==> config.mk <==
export PLATFORM = sky130hd
export DESIGN_NAME = pad_function_multiplexer
export DESIGN_NICKNAME = d
export VERILOG_FILES = /design/src/shared/pad_mux_pkg.sv /design/src/rtl/pad_cell_ctrl.sv /design/src/rtl/pad_function_multiplexer.sv
export VERILOG_INCLUDE_DIRS = /design/src /design/src/shared
export SDC_FILE = /design/constraint.sdc
export NUM_CORES = 1
export LEC_CHECK = 0
export ABC_CLOCK_PERIOD_IN_PS = 1900
export BUFFER_PORTS_ARGS = -buffer_cell sky130_fd_sc_hd__buf_2
export CAP_MARGIN = 20
export CORE_ASPECT_RATIO = 0.7
export CORE_MARGIN = 2
export CORE_UTILIZATION = 41
export CTS_CLUSTER_SIZE = 20
export DETAILED_ROUTE_END_ITERATION = 6
export HOLD_SLACK_MARGIN = 0.12
export PLACE_DENSITY_LB_ADDON = 0.15
export SETUP_SLACK_MARGIN = 0.02
export SLEW_MARGIN = 0
export SYNTH_ARGS = -nofsm -noshare
export SYNTH_HDL_FRONTEND = slang
export SYNTH_SLANG_ARGS = --single-unit
==> constraint.sdc <==
create_clock -name clock_in -period 1.9 [get_ports clock_in]
set_clock_uncertainty 0.05 [all_clocks]
set_input_delay 0.095 -clock clock_in [delete_from_list [all_inputs] [get_ports clock_in]]
set_output_delay 0.095 -clock clock_in [all_outputs]
set_load 0.01 [all_outputs]
==> src/shared/pad_mux_params.svh <==
// Constants for the pad function multiplexer: sizes, codes, reset tables
`ifndef PAD_MUX_PARAMS_SVH
`define PAD_MUX_PARAMS_SVH

// ==========================================================
// Sizes
`define NUM_PADS 4
`define NUM_MODES 16
`define SEL_W 4
`define STATE_W 6
`define NUM_INPUTS 8

// ==========================================================
// Selection values
`define MODE_PRIMARY 4'h0
`define MODE_ALT_IN 4'h1
`define MODE_ALT_NEIGHBOUR 4'h2
`define MODE_DRV_OFF 4'hf
// Modes that exist on every pad: 0, 1, 2, 14, 15
`define MODE_DEFINED_MASK 16'hc007

// ==========================================================
// Per-pad tables, pad 3 in the top field
// Power-on states: off, pulled down, pulled down, pulled up
`define PAD_POR_STATES {6'h04, 6'h08, 6'h08, 6'h10}
// Release states: pulled down, clock, drive high, pulled up
`define PAD_REL_STATES {6'h08, 6'h20, 6'h02, 6'h10}
`define PAD_REL_MODES 16'he00f
`define PAD_PULL_MASK 4'hf

// ==========================================================
// Deselected input values; inputs outside the mask follow the pad
`define DESEL_DEFINED_MASK 8'h70
`define DESEL_VALUES 8'h50

`endif

==> src/shared/pad_mux_pkg.sv <==
// Types and shared decode functions of the pad function multiplexer
`include "pad_mux_params.svh"

package pad_mux_pkg;

  // ==========================================================
  // Fixed pad states, one-hot
  typedef enum logic [`STATE_W-1:0] {
    ST_DRV0 = 6'h01,
    ST_DRV1 = 6'h02,
    ST_OFF  = 6'h04,
    ST_PD   = 6'h08,
    ST_PU   = 6'h10,
    ST_CLK  = 6'h20
  } pad_state_t;

  typedef logic [`SEL_W-1:0] sel_t;

  // Fixed state to {oe, out, pull up, pull down}
  function automatic logic [3:0] drive_of(input pad_state_t st,
                                          input logic toggle);
    logic [3:0] d;
    d = 4'h0;
    unique case (st)
      ST_DRV0: d = 4'b1000;
      ST_DRV1: d = 4'b1100;
      ST_OFF:  d = 4'b0000;
      ST_PD:   d = 4'b0001;
      ST_PU:   d = 4'b0010;
      ST_CLK:  d = {1'b1, toggle, 2'b00};
      default: d = 4'b0000;
    endcase
    return d;
  endfunction

  // True when pad p with selection s feeds peripheral input f
  function automatic logic in_selected(input logic [1:0] p,
                                       input sel_t s,
                                       input logic [2:0] f);
    logic hit;
    hit = 1'b0;
    if (f[2])
    begin
      hit = (p == f[1:0]) && (s == `MODE_ALT_IN);
    end
    else
    begin
      hit = ((p == f[1:0]) && (s == `MODE_PRIMARY)) ||
            ((p == 2'(f[1:0] - 2'h1)) && (s == `MODE_ALT_NEIGHBOUR));
    end
    return hit;
  endfunction

endpackage

==> src/rtl/pad_cell_ctrl.sv <==
// One pad: chooses between fixed state and routed function, drives buffer
`timescale 1ns/1ps
`default_nettype none
`include "pad_mux_params.svh"

module pad_cell_ctrl #(
  parameter pad_mux_pkg::pad_state_t POR_STATE = pad_mux_pkg::ST_OFF
) (
  input wire logic clock_in,
  input wire logic rst_n_in,
  input wire logic override_in,
  input wire pad_mux_pkg::pad_state_t state_in,
  input wire pad_mux_pkg::sel_t sel_in,
  input wire logic [`NUM_MODES-1:0] func_dout_in,
  input wire logic [`NUM_MODES-1:0] func_oe_in,
  input wire logic has_pulls_in,
  input wire logic pull_en_in,
  input wire logic pull_up_in,
  input wire logic toggle_in,
  output logic pad_dout_out,
  output logic pad_oe_out,
  output logic pull_up_out,
  output logic pull_dn_out
);
  import pad_mux_pkg::*;

  localparam logic [3:0] POR_DRIVE = drive_of(POR_STATE, 1'b0);
  localparam logic [`NUM_MODES-1:0] DEFINED = `MODE_DEFINED_MASK;

  logic [3:0] drive_d;
  logic [3:0] drive_q;
  logic routed_oe;

  // ==========================================================
  // Next buffer drive
  always_comb
  begin
    drive_d = 4'h0;
    routed_oe = 1'b0;
    if (override_in)
    begin
      drive_d = drive_of(state_in, toggle_in);
    end
    else
    begin
      // Undefined modes fall back to driver off, the safest guess
      if (DEFINED[sel_in] && sel_in != `MODE_DRV_OFF)
      begin
        routed_oe = func_oe_in[sel_in];
        drive_d[3] = routed_oe;
        drive_d[2] = func_dout_in[sel_in];
      end
      // Pulls only act on a released pad, never against our driver
      if (has_pulls_in && pull_en_in && !routed_oe)
      begin
        drive_d[1] = pull_up_in;
        drive_d[0] = !pull_up_in;
      end
    end
  end

  // Power-on state straight out of reset
  always_ff @(posedge clock_in or negedge rst_n_in)
  begin
    if (!rst_n_in)
      drive_q <= POR_DRIVE;
    else
      drive_q <= drive_d;
  end

  assign pad_oe_out = drive_q[3];
  assign pad_dout_out = drive_q[2];
  assign pull_up_out = drive_q[1];
  assign pull_dn_out = drive_q[0];

endmodule
`default_nettype wire

==> src/rtl/pad_function_multiplexer.sv <==
// Pad function multiplexer: selections, reset states, input steering
`timescale 1ns/1ps
`default_nettype none
`include "pad_mux_params.svh"

// What this block does
// - Select zero routes the pad's primary function
// - Selects one, two and fourteen route alternate functions
// - Warm reset release loads each pad's release selection
// - Driver-off selection tristates pad, input only
// - Unselected peripheral input gets fixed value or pad
// - Software enables or disables each pad's pulls
// - Power-on reset forces each pad's defined state
// - After release a pad may drive a clock
module pad_function_multiplexer (
  input wire logic clock_in,
  input wire logic rst_n_in,
  input wire logic system_warm_output_reset_in,
  input wire logic cfg_wr_in,
  input wire logic [1:0] cfg_pad_in,
  input wire pad_mux_pkg::sel_t cfg_sel_in,
  input wire logic cfg_pull_en_in,
  input wire logic cfg_pull_up_in,
  input wire logic [`NUM_PADS-1:0] pad_in_in,
  input wire logic [`NUM_PADS-1:0][`NUM_MODES-1:0] func_dout_in,
  input wire logic [`NUM_PADS-1:0][`NUM_MODES-1:0] func_oe_in,
  output logic [`NUM_PADS-1:0] pad_dout_out,
  output logic [`NUM_PADS-1:0] pad_oe_out,
  output logic [`NUM_PADS-1:0] pull_up_en_out,
  output logic [`NUM_PADS-1:0] pull_dn_en_out,
  output logic [`NUM_INPUTS-1:0] periph_in_out,
  output pad_mux_pkg::sel_t [`NUM_PADS-1:0] pad_config_register_out,
  output logic [`NUM_PADS-1:0] release_active_out
);
  import pad_mux_pkg::*;

  localparam logic [`NUM_PADS*`STATE_W-1:0] POR_TAB = `PAD_POR_STATES;
  localparam logic [`NUM_PADS*`STATE_W-1:0] REL_TAB = `PAD_REL_STATES;
  localparam logic [`NUM_PADS*`SEL_W-1:0] REL_MODES = `PAD_REL_MODES;
  localparam logic [`NUM_PADS-1:0] PULL_MASK = `PAD_PULL_MASK;
  localparam logic [`NUM_INPUTS-1:0] DESEL_DEF = `DESEL_DEFINED_MASK;
  localparam logic [`NUM_INPUTS-1:0] DESEL_VAL = `DESEL_VALUES;

  sel_t [`NUM_PADS-1:0] sel_q, sel_d;
  logic [`NUM_PADS-1:0] ovr_q, ovr_d;
  pad_state_t [`NUM_PADS-1:0] ovr_state_q, ovr_state_d;
  logic [`NUM_PADS-1:0] pull_en_q, pull_en_d;
  logic [`NUM_PADS-1:0] pull_up_q, pull_up_d;
  logic [`NUM_INPUTS-1:0] periph_q, periph_d;
  logic warm_q;
  logic toggle_q;
  logic warm_fall;

  // ==========================================================
  // Pad configuration state
  // Warm reset is a synchronous level, so one stage finds its edge
  assign warm_fall = warm_q && !system_warm_output_reset_in;

  always_comb
  begin
    sel_d = sel_q;
    ovr_d = ovr_q;
    ovr_state_d = ovr_state_q;
    pull_en_d = pull_en_q;
    pull_up_d = pull_up_q;
    for (int p = 0; p < `NUM_PADS; p++)
    begin
      if (system_warm_output_reset_in)
      begin
        ovr_d[p] = 1'b1;
        ovr_state_d[p] = pad_state_t'(POR_TAB[p*`STATE_W +: `STATE_W]);
      end
      else if (warm_fall)
      begin
        // Release beats a write landing in the same cycle
        sel_d[p] = REL_MODES[p*`SEL_W +: `SEL_W];
        ovr_d[p] = 1'b1;
        ovr_state_d[p] = pad_state_t'(REL_TAB[p*`STATE_W +: `STATE_W]);
      end
      else if (cfg_wr_in && cfg_pad_in == 2'(p))
      begin
        sel_d[p] = cfg_sel_in;
        ovr_d[p] = 1'b0;
        pull_en_d[p] = cfg_pull_en_in;
        pull_up_d[p] = cfg_pull_up_in;
      end
    end
  end

  always_ff @(posedge clock_in or negedge rst_n_in)
  begin
    if (!rst_n_in)
    begin
      sel_q <= REL_MODES;
      ovr_q <= '1;
      // Per-pad cast, since a flat vector does not assign to enum fields
      for (int p = 0; p < `NUM_PADS; p++)
        ovr_state_q[p] <= pad_state_t'(POR_TAB[p*`STATE_W +: `STATE_W]);
      pull_en_q <= '0;
      pull_up_q <= '0;
      warm_q <= 1'b1;
      toggle_q <= 1'b0;
    end
    else
    begin
      sel_q <= sel_d;
      ovr_q <= ovr_d;
      ovr_state_q <= ovr_state_d;
      pull_en_q <= pull_en_d;
      pull_up_q <= pull_up_d;
      warm_q <= system_warm_output_reset_in;
      toggle_q <= !toggle_q; // Half-rate clock for clocking pads
    end
  end

  // ==========================================================
  // Peripheral input steering
  // Two pads on one input: the higher pad wins, software must avoid it
  always_comb
  begin
    logic hit;
    hit = 1'b0;
    periph_d = '0;
    for (int f = 0; f < `NUM_INPUTS; f++)
    begin
      hit = 1'b0;
      for (int p = 0; p < `NUM_PADS; p++)
      begin
        if (in_selected(2'(p), sel_q[p], 3'(f)))
        begin
          hit = 1'b1;
          periph_d[f] = pad_in_in[p];
        end
      end
      if (!hit)
        periph_d[f] = DESEL_DEF[f] ? DESEL_VAL[f] : pad_in_in[f % 4];
    end
  end

  always_ff @(posedge clock_in or negedge rst_n_in)
  begin
    if (!rst_n_in)
      periph_q <= DESEL_VAL;
    else
      periph_q <= periph_d;
  end

  // ==========================================================
  // Pad cells
  for (genvar g = 0; g < `NUM_PADS; g++)
  begin : g_pad
    pad_cell_ctrl #(
      .POR_STATE(pad_state_t'(POR_TAB[g*`STATE_W +: `STATE_W]))
    ) u_cell (
      .clock_in(clock_in),
      .rst_n_in(rst_n_in),
      .override_in(ovr_q[g]),
      .state_in(ovr_state_q[g]),
      .sel_in(sel_q[g]),
      .func_dout_in(func_dout_in[g]),
      .func_oe_in(func_oe_in[g]),
      .has_pulls_in(PULL_MASK[g]),
      .pull_en_in(pull_en_q[g]),
      .pull_up_in(pull_up_q[g]),
      .toggle_in(toggle_q),
      .pad_dout_out(pad_dout_out[g]),
      .pad_oe_out(pad_oe_out[g]),
      .pull_up_out(pull_up_en_out[g]),
      .pull_dn_out(pull_dn_en_out[g])
    );
  end

  assign periph_in_out = periph_q;
  assign pad_config_register_out = sel_q;
  assign release_active_out = ovr_q;
endmodule
`default_nettype wire

# [After elaboration in Yosys (flattened, before gate mapping)]
# Memories as Yosys holds them, arrays and structs flattened.
# Index checks and enable logic that the tools add are counted.
[totals] ff_bits=78 latchBits=0 mem_bits_rw=0 rom_bits=64 output_inout_bits=44 mem_count=4
[op_classes] n_addsub=0 mul=0 div_mod_pow=0 order_cmp=4 eq_ne=35 n_shift=0 muxes=104 n_bitwise=2 n_reduce_logical=45
[mem_list] memory="(name not given)" words=16 word_bits=1 read_ports=1 rd_ports_with_merged_regs=0 write_ports=0 line="pad_cell_ctrl.sv:47" text="if (DEFINED[sel_in] && sel_in != `MODE_DRV_OFF)"
[mem_list] memory="(name not given)" words=16 word_bits=1 read_ports=1 rd_ports_with_merged_regs=0 write_ports=0 line="pad_cell_ctrl.sv:47"
[mem_list] memory="(name not given)" words=16 word_bits=1 read_ports=1 rd_ports_with_merged_regs=0 write_ports=0 line="pad_cell_ctrl.sv:47"
[mem_list] memory="(name not given)" words=16 word_bits=1 read_ports=1 rd_ports_with_merged_regs=0 write_ports=0 line="pad_cell_ctrl.sv:47"
[ops] cell="$pmux 4 s5" n=4
[ops] cell="$mux 1" n=64
[ops] cell="$mux 4" n=12
[ops] cell="$mux 6" n=8
[ops] cell="$bmux 1 s4" n=8
[ops] cell="$eq 6x1->1 const B" n=4
[ops] cell="$eq 6x2->1 const B" n=4
[ops] cell="$eq 6x4->1 const B" n=4
[ops] cell="$eq 6x5->1 const B" n=4
[ops] cell="$eq 6x6->1 const B" n=4
[ops] cell="$lt 4x5->1 const B" n=4
[ops] cell="$eq 4x1->1 const B" n=4
[ops] cell="$eq 4x2->1 const B" n=4
[ops] cell="$logic_not 4->1" n=4
[ops] cell="$mux 2" n=8
[ops] cell="$ne 4x4->1 const B" n=4
[ops] cell="$logic_and 1x1->1" n=13
[ops] cell="$reduce_and 3->1" n=4
[ops] cell="$reduce_bool 3->1" n=4
[ops] cell="$logic_not 1->1" n=10
[ops] cell="$reduce_bool 2->1" n=5
[ops] cell="$reduce_and 2->1" n=4
[ops] cell="$eq 2x2->1 const B" n=2
[ops] cell="$eq 2x1->1 const B" n=1
[ops] cell="other kinds (2)" n=3

# [Depth between registers and ports, before layout]
# Gate-level depths: netlist (run 1).
[logic_depth] depth_word=9 mapped_depth=5 mapped_depth_nobuf=4

# [By module]
# Synthesis (run 1) repeated with hierarchy kept, for this count alone.
[hier_totals] hier_cells=290 hier_area_um2=3098.0
[modules_own_cells] module="pad_function_multiplexer" n_inst=1 cells_each=146 area_per_inst_um2=1788.0 seq_area_each_um2=1019.7
[modules_own_cells] module="pad_cell_ctrl (g_pad[0].u_cell ...)" n_inst=3 cells_each=36 area_per_inst_um2=327.8 seq_area_each_um2=101.3
[modules_own_cells] module="pad_cell_ctrl (g_pad[3].u_cell)" n_inst=1 cells_each=36 area_per_inst_um2=326.6 seq_area_each_um2=100.1

# [Worst setup path before layout (run 1)]
# Ideal clock, no wire load.
[synth_timing] path_kind="reg-to-reg" startpoint="reg sel_q (netlist bit pad_config_register_out[4])" endpoint="reg periph_q[1] (netlist: periph_in_out[1])" setup_ps=125 arrival_ps=1493 required_time_ps=1725 setup_slack_ps=232 path_stages_with_launch=5 n_path_buf=1 period_less_slack_ps=1668 cell_sequence="dfrtp_1 -> clkbuf_1 -> or4_1 -> nand3_1 -> mux2_2"
[synth_between] elab_chain_len=3
[synth_rtl] element="start, declared" line="pad_function_multiplexer.sv:44" text="sel_t [`NUM_PADS-1:0] sel_q, sel_d;"
[synth_rtl] element="start signal, assigned" line="pad_function_multiplexer.sv:106" text="sel_q <= sel_d;"
[synth_rtl] element="$logic_not 4->1 (no line) (*)"
[synth_rtl] element="$mux 1" line="pad_function_multiplexer.sv:129" text="if (in_selected(2'(p), sel_q[p], 3'(f)))"
[synth_rtl] element="$mux 1 (*)" line="pad_function_multiplexer.sv:135" text="if (!hit)"
[synth_rtl] element="net periph_d[1]" line="pad_function_multiplexer.sv:49" text="logic [`NUM_INPUTS-1:0] periph_q, periph_d;"
[synth_rtl] element="end signal, assigned" line="pad_function_multiplexer.sv:145" text="periph_q <= periph_d;"
[synth_rtl] element="end, declared" line="pad_function_multiplexer.sv:49"
# The timed path passes the listed nets; every way through them passes the cells marked *.
# A chain may end at the register's enable or synchronous reset.

# [Worst setup path in the final report (run 1)]
[layout_timing] startpoint="reg sel_q (netlist bit pad_config_register_out[5])" endpoint="reg g_pad[1].u_cell.drive_q[2]"
[layout_between] elab_chain_len=5
[layout_rtl] element="$mem_v2 16x1"
[layout_rtl] element="$mux 1 (implied by the code)" line="pad_cell_ctrl.sv:47"
[layout_rtl] element="$logic_and 1x1->1 (no line)"
[layout_rtl] element="$mux 2 (*)" line="pad_cell_ctrl.sv:47"
[layout_rtl] element="$mux 4 (*)" line="pad_cell_ctrl.sv:40" text="if (override_in)"
[layout_rtl] element="net g_pad[1].u_cell.drive_d[2]" line="pad_cell_ctrl.sv:30" text="logic [3:0] drive_d;"
[layout_rtl] element="end signal, assigned" line="pad_cell_ctrl.sv:68" text="drive_q <= drive_d;"
[layout_rtl] element="end, declared" line="pad_cell_ctrl.sv:31" text="logic [3:0] drive_q;"
# The timed path passes the listed nets; every way through them passes the cells marked *. The select of a mux whose other input is x is not followed.

==> results of run 1 <==
## cell families after synthesis
logic type,count (synthesis)
simple gates,73
flops,56
compound gates,51
fa+ha+maj,3
buf+inv,42
mux,18
## per-stage QoR
stage / hold slack, ns / total power [mW] / utilization [%]
floorplan: -0.251 / 1.55 / -
global placement: 0.0680 / 1.71 / 49.7
detailed placement: 0.0654 / 1.72 / 49.7
CTS: 0.120 / 2.42 / 54.2
global route: 0.162 / 2.51 / 54.2
finish: 0.128 / 2.39 / 54.2
## worst max-delay path, delay by kind of cell (launching register included)
family | cells | cell delay (ns)
mux | 1 | 0.21
simple gates | 2 | 0.12
buf+inv | 2 | 0.74
flops | 1 | 0.39
compound gates | 1 | 0.09
## per-layer routing
layer  routed length (um)  share of wire [%]  global-route usage, %
met5                    0                  0                      0
met4                   86                1.3                   6.46
met2                 2980                 44                   30.7
met3                  397                5.8                   4.43
met1                 3340                 49                   27.6
## final timing paths
| check | startpoint | cells past startpoint | slack [ns] | end |
|---|---|---|---|---|
| max | pad_config_register_out[5] | 6 | 0.18 | g_pad[1].u_cell.drive_q[2] |
| min | func_oe_in[49] | 4 | 0.13 | g_pad[3].u_cell.drive_q[3] |
| max in group asynchronous | rst_n_in | 3 | 1.24 | pad_config_register_out[2] |
| min in group asynchronous | rst_n_in | 3 | 0.25 | g_pad[3].u_cell.drive_q[3] |
| min reg2reg | toggle_q | 1 | 0.38 | toggle_q |
| max reg2reg | pad_config_register_out[5] | 6 | 0.18 | g_pad[1].u_cell.drive_q[2] |
## layout make-up
class | count | area share (%)
tap | 78 | 2.86
timing repair buffer | 120 | 21.5
sequential | 56 | 41.7
clock buffer | 8 | 2.64
inverter | 9 | 0.989
multi-input combinational | 145 | 30.4
## registers in the layout, summed over array words and instances (netlist names)
signal	cells
release_active_out	4
pad_config_register_out	16
warm_q	1
g_pad.u_cell.drive_q	16
pull_en_q	4
periph_in_out	8
pull_up_q	4
ovr_state_q	2
toggle_q	1
## cells in the mapped netlist (all sizes together), types with 2 or more instances
master	instances
dfrtp	38
buf	25
nor2	19
dfstp	18
mux2	13
nand2	12
o21ai	10
inv	9
a22o	8
clkbuf	8
nor3	7
o22a	7
nand3	6
mux2i	5
nand3b	5
nor4b	4
a21oi	3
ha	3
nand4	3
nor2b	3
o21bai	3
or4	3
a211oi	2
a221oi	2
a31oi	2
and4b	2
nand2b	2
nor3b	2
o22ai	2
o31a	2
o41ai	2
## report_power, final
| group | leakage, nW | total [mW] | switching (mW) | internal (mW) |
|---|---|---|---|---|
| sequential | 0.685 | 1.36 | 0.0763 | 1.28 |
| clock | 0.0455 | 0.669 | 0.371 | 0.298 |
| combinational | 0.891 | 0.361 | 0.171 | 0.190 |
| total | 1.62 | 2.39 | 0.618 | 1.77 |
==> results.sh, run 1 <==
export IMPL_status="complete, no violations"
export IMPL_critical_path_class="flop to flop"
export IMPL_syn_area_mm2=0.00271
export IMPL_grt_util_all_layers_pct=19.7
export IMPL_slew_viol_final=0
export IMPL_syn_inst=243
export IMPL_startpoint_type="flop"
export IMPL_max_cap_violations=0
export IMPL_avgRoutedWirePerCell_um=16.3
export IMPL_htreeDepth=2
export IMPL_drc=0
export IMPL_p_leak_nw=1.62
export IMPL_core_mm2=0.00631
export IMPL_vias=2181
export IMPL_dp_hpwl_um=4870
export IMPL_initial_core_util_pct=43.0
export IMPL_final_cell_count_no_fill=416
export IMPL_holdCritPathClass="input port to flop"
export IMPL_die_w_um=101
export IMPL_p_per_area_mw_per_mm2=700
export IMPL_seqCellArea_mm2=0.00142
export IMPL_synth_top_cell_area_share_pct=35.1
export IMPL_worst_skew_pair_late_latency_ns=0.31
export IMPL_crit_required_ns=2.05
export IMPL_fin_area_mm2=0.00342
export IMPL_clockBufferDepth=2
export IMPL_io_pins=188
export IMPL_nFillCells=585
export IMPL_dieArea_mm2=0.00729
export IMPL_dp_cells=389
export IMPL_synth_top_family_by_area="simple AND/OR/NAND/NOR gates"
export IMPL_cts_hold_buf=19
export IMPL_clockRootBuffer="clkbuf_8"
export IMPL_die_h_um=72.1
export IMPL_final_common_cell="buf_2"
export IMPL_grt_pass1_vias=2218
export IMPL_slowest_stage="dlygate4sd3_1"
export IMPL_synth_top_area_cell="dfrtp_1"
export IMPL_arrival_ns=1.87
export IMPL_layout_setup_ws_ns=0.182
export IMPL_crit_path_cell_trace="buf_4 > mux2i_1 > o22ai_1 > nand2_1 > nand3_1 > dlygate4sd3_1"
export IMPL_multi_input_area_mm2=0.00104
export IMPL_setup_violations=0
export IMPL_num_rows=24
export IMPL_clkTransAtPathRegs_ns=0.09
export IMPL_fmax_mhz=582
export IMPL_synthToLayoutAreaGrowth_pct=25.9
export IMPL_final_nets=484
export IMPL_muxShareOfSynthArea_pct=7.24
export IMPL_cts_resized=0
export IMPL_yosysWarnings=0
export IMPL_drtIter0Drc=55
export IMPL_placed_cell_area_mm2=0.00314
export IMPL_synth_simple_area_share_pct=15.3
export IMPL_ys_ff_latch=56
export IMPL_ant_nets=0
export IMPL_place_ws_ns=0.263
export IMPL_crit_path_max_fanout=9
export IMPL_cts_sinks=56
export IMPL_finalWirelength_um=6800
export IMPL_synth_area_leaders="dfrtp_1 (35%), dfstp_2 (17%), buf_4 (5.5%), mux2_2 (5.4%), nor2_1 (2.6%)"
export IMPL_ys_flop_type="dfrtp_1"
export IMPL_tightest_slew_ns=0.582
export IMPL_synth_fp_nets=390
export IMPL_gp_congestion=0.780
export IMPL_layout_common_cells="buf_2 (91), dfrtp_1 (38), nor2_1 (19), dlygate4sd3_1 (19), dfstp_2 (18)"
export IMPL_synth_area_per_cell_um2=11.2
export IMPL_grt_setup_unrepaired="false"
export IMPL_maxSlewHeadroom_pct=60.7
export IMPL_cts_setup_buffers=0
export IMPL_hold_viol_final=0
export IMPL_via_per_inst=5.24
export IMPL_synthArstFlopShare_pct=100
export IMPL_n_antenna_cell=0
export IMPL_grt_pass1_wl_um=11000
export IMPL_drive_gt1_share_pct=42.9
export IMPL_port_buffers=91
export IMPL_grt_max_degree=57
export IMPL_cts_tree="built"
export IMPL_synth_cell_types=51
export IMPL_fin_crit_ns=1.72
export IMPL_synth_edf_count=0
export IMPL_synth_xor_area_share_pct=0
export IMPL_grt_ovfl_total=0
export IMPL_drt_first_pass_iters=4
export IMPL_numCtsBuffers=5
export IMPL_synth_adder_area_share_pct=1.38
export IMPL_setup_tns_ns=0
export IMPL_antenna_found_initial=0
export IMPL_crit_path_end_kind="flop"
export IMPL_finalCritPeriodShare_pct=90.4
export IMPL_ys_seq_area_share_pct=52.5
export IMPL_max_stage_delay_ns=0.56
export IMPL_max_vdd_ir_drop_mv=0.288
export IMPL_synth_compound_area_share_pct=14.3
Note: power is estimated with default switching activity, not from simulation.
==> inputs of run 2 (changes only) <==
- PLACE_DENSITY: not set -> 0.8
- PLACE_DENSITY_LB_ADDON: 0.15 -> not set
==> results.sh, run 2 (same netlist as run 1, synthesis figures left out) <==
export IMPL_status="complete, no violations"
export IMPL_arrival_ns=1.80
export IMPL_maxSlewHeadroom_pct=54.9
export IMPL_nFillCells=560
export IMPL_timing_rr_end="periph_in_out[1]"
export IMPL_drive_gt1_share_pct=43.6
export IMPL_vias=2215
export IMPL_gp_congestion=0.774
export IMPL_top_layer="met4"
export IMPL_grt_ovfl_total=0
export IMPL_fin_crit_ns=1.66
export IMPL_numCtsBuffers=5
export IMPL_n_antenna_cell=0
export IMPL_r2r_slack_ns=0.24
export IMPL_grt_pass1_wl_um=10400
export IMPL_wl_met3_um=465
export IMPL_holdCritPathClass="input port to flop"
export IMPL_met1Wirelength_um=3070
export IMPL_place_ws_ns=0.257
export IMPL_synthToLayoutAreaGrowth_pct=25.2
export IMPL_finalCritPeriodShare_pct=87.3
export IMPL_final_cell_count_no_fill=415
export IMPL_crit_path_start="pad_config_register_out[4]"
export IMPL_setup_tns_ns=0
export IMPL_io_pins=188
export IMPL_htreeDepth=2
export IMPL_worst_skew_pair_late_latency_ns=0.30
export IMPL_crit_path_max_fanout=7
export IMPL_dp_hpwl_um=4940
export IMPL_dieArea_mm2=0.00729
export IMPL_antenna_found_initial=0
export IMPL_p_leak_nw=1.62
export IMPL_dp_cells=389
export IMPL_grt_setup_unrepaired="false"
export IMPL_setup_violations=0
export IMPL_rr_worst_depth=3
export IMPL_tightest_slew_ns=0.677
export IMPL_drtIter0Drc=74
export IMPL_critical_path_class="flop to flop"
export IMPL_startpoint_type="flop"
export IMPL_hold_viol_final=0
export IMPL_crit_path_end_kind="flop"
export IMPL_cts_tree="built"
export IMPL_p_per_area_mw_per_mm2=701
export IMPL_fmax_mhz=603
export IMPL_clkTransAtPathRegs_ns=0.10
export IMPL_max_vdd_ir_drop_mv=0.571
export IMPL_final_nets=483
export IMPL_slew_viol_final=0
export IMPL_max_cap_violations=0
export IMPL_layout_setup_ws_ns=0.242
export IMPL_seqCellArea_mm2=0.00142
export IMPL_grt_util_all_layers_pct=18.5
export IMPL_num_rows=24
export IMPL_dr_wl_met2_um=3030
export IMPL_avgRoutedWirePerCell_um=15.9
export IMPL_drt_first_pass_iters=4
export IMPL_via_per_inst=5.34
export IMPL_clockRootBuffer="clkbuf_8"
export IMPL_finalPower_mw=2.38
export IMPL_grt_pass1_vias=2186
export IMPL_multi_input_area_mm2=0.00104
export IMPL_die_h_um=72.1
export IMPL_core_mm2=0.00631
export IMPL_whs_path_depth=4
export IMPL_grt_max_degree=57
export IMPL_crit_path_end="periph_in_out[1]"
export IMPL_clockBufferDepth=2
export IMPL_die_w_um=101
export IMPL_cts_sinks=56
export IMPL_initial_core_util_pct=43.0
export IMPL_rr_startpoint="pad_config_register_out[4]"
export IMPL_final_common_cell="buf_2"
export IMPL_ant_nets=0
export IMPL_drc=0
export IMPL_port_buffers=91
export IMPL_layout_common_cells="buf_2 (91), dfrtp_1 (38), nor2_1 (19)"
export IMPL_cts_resized=0
export IMPL_crit_required_ns=2.04
export IMPL_finalWirelength_um=6600
[run 2: cell types whose count changed in the layout (fill, tap and decap cells not counted), sizes merged]
cell and delta:
clkbuf -2, dlygate4sd3 -1, clkinv +2
[run 2: repair_timing]
action | CTS | global route
hold buffers | 18 | 0
buffers inserted | 0 | 0
endpoints found under the hold margin | 79 | 0
[run 2: critical path: stages, from the launching register on]
cell	delay (ns)
dfrtp_1	0.46
or4_1	0.56
nand3_1	0.12
mux2_2	0.35
[run 2: how the worst min path moves through the flow]
stage	startpoint	end	slack, ns
floorplan	rst_n_in	g_pad[0].u_cell.drive_q[0]	-0.25
global placement	pad_in_in[3]	periph_in_out[7]	0.18
detailed placement	pad_in_in[3]	periph_in_out[7]	0.19
CTS	func_dout_in[30]	g_pad[1].u_cell.drive_q[2]	0.13
global route	func_dout_in[30]	g_pad[1].u_cell.drive_q[2]	0.15
finish	func_dout_in[30]	g_pad[1].u_cell.drive_q[2]	0.13
[run 2: routing by layer]
metal  track usage (%)  up-vias
met3              4.34        4
met2              29.9       93
met1              26.0     1066
met4              3.15        0
li1                  -     1052
met5                 0        -
[run 2: layout make-up]
cell class	count	area share (%)
clock buffer	6	2.43
clock inverter	2	0.295
tap	78	2.87
sequential	56	41.9
timing repair buffer	119	20.9
inverter	9	0.995
multi-input combinational	145	30.5
[run 2: where the power goes]
part           switching (mW)  leakage (nW)  total, mW  internal [mW]
clock                   0.371        0.0510      0.663          0.292
combinational           0.167         0.880      0.354          0.187
sequential             0.0789         0.685       1.36           1.28
[run 2: per-stage QoR]
stage / util [%] / hold WS (ns) / instance area [um^2]
6_report: 53.8 / 0.135 / 3400
5_1_grt: 53.8 / 0.146 / 3400
4_1_cts: 53.8 / 0.131 / 3400
3_5_place_dp: 49.5 / 0.193 / 3120
3_3_place_gp: 49.5 / 0.183 / 3120
2_1_floorplan: - / -0.251 / 2710
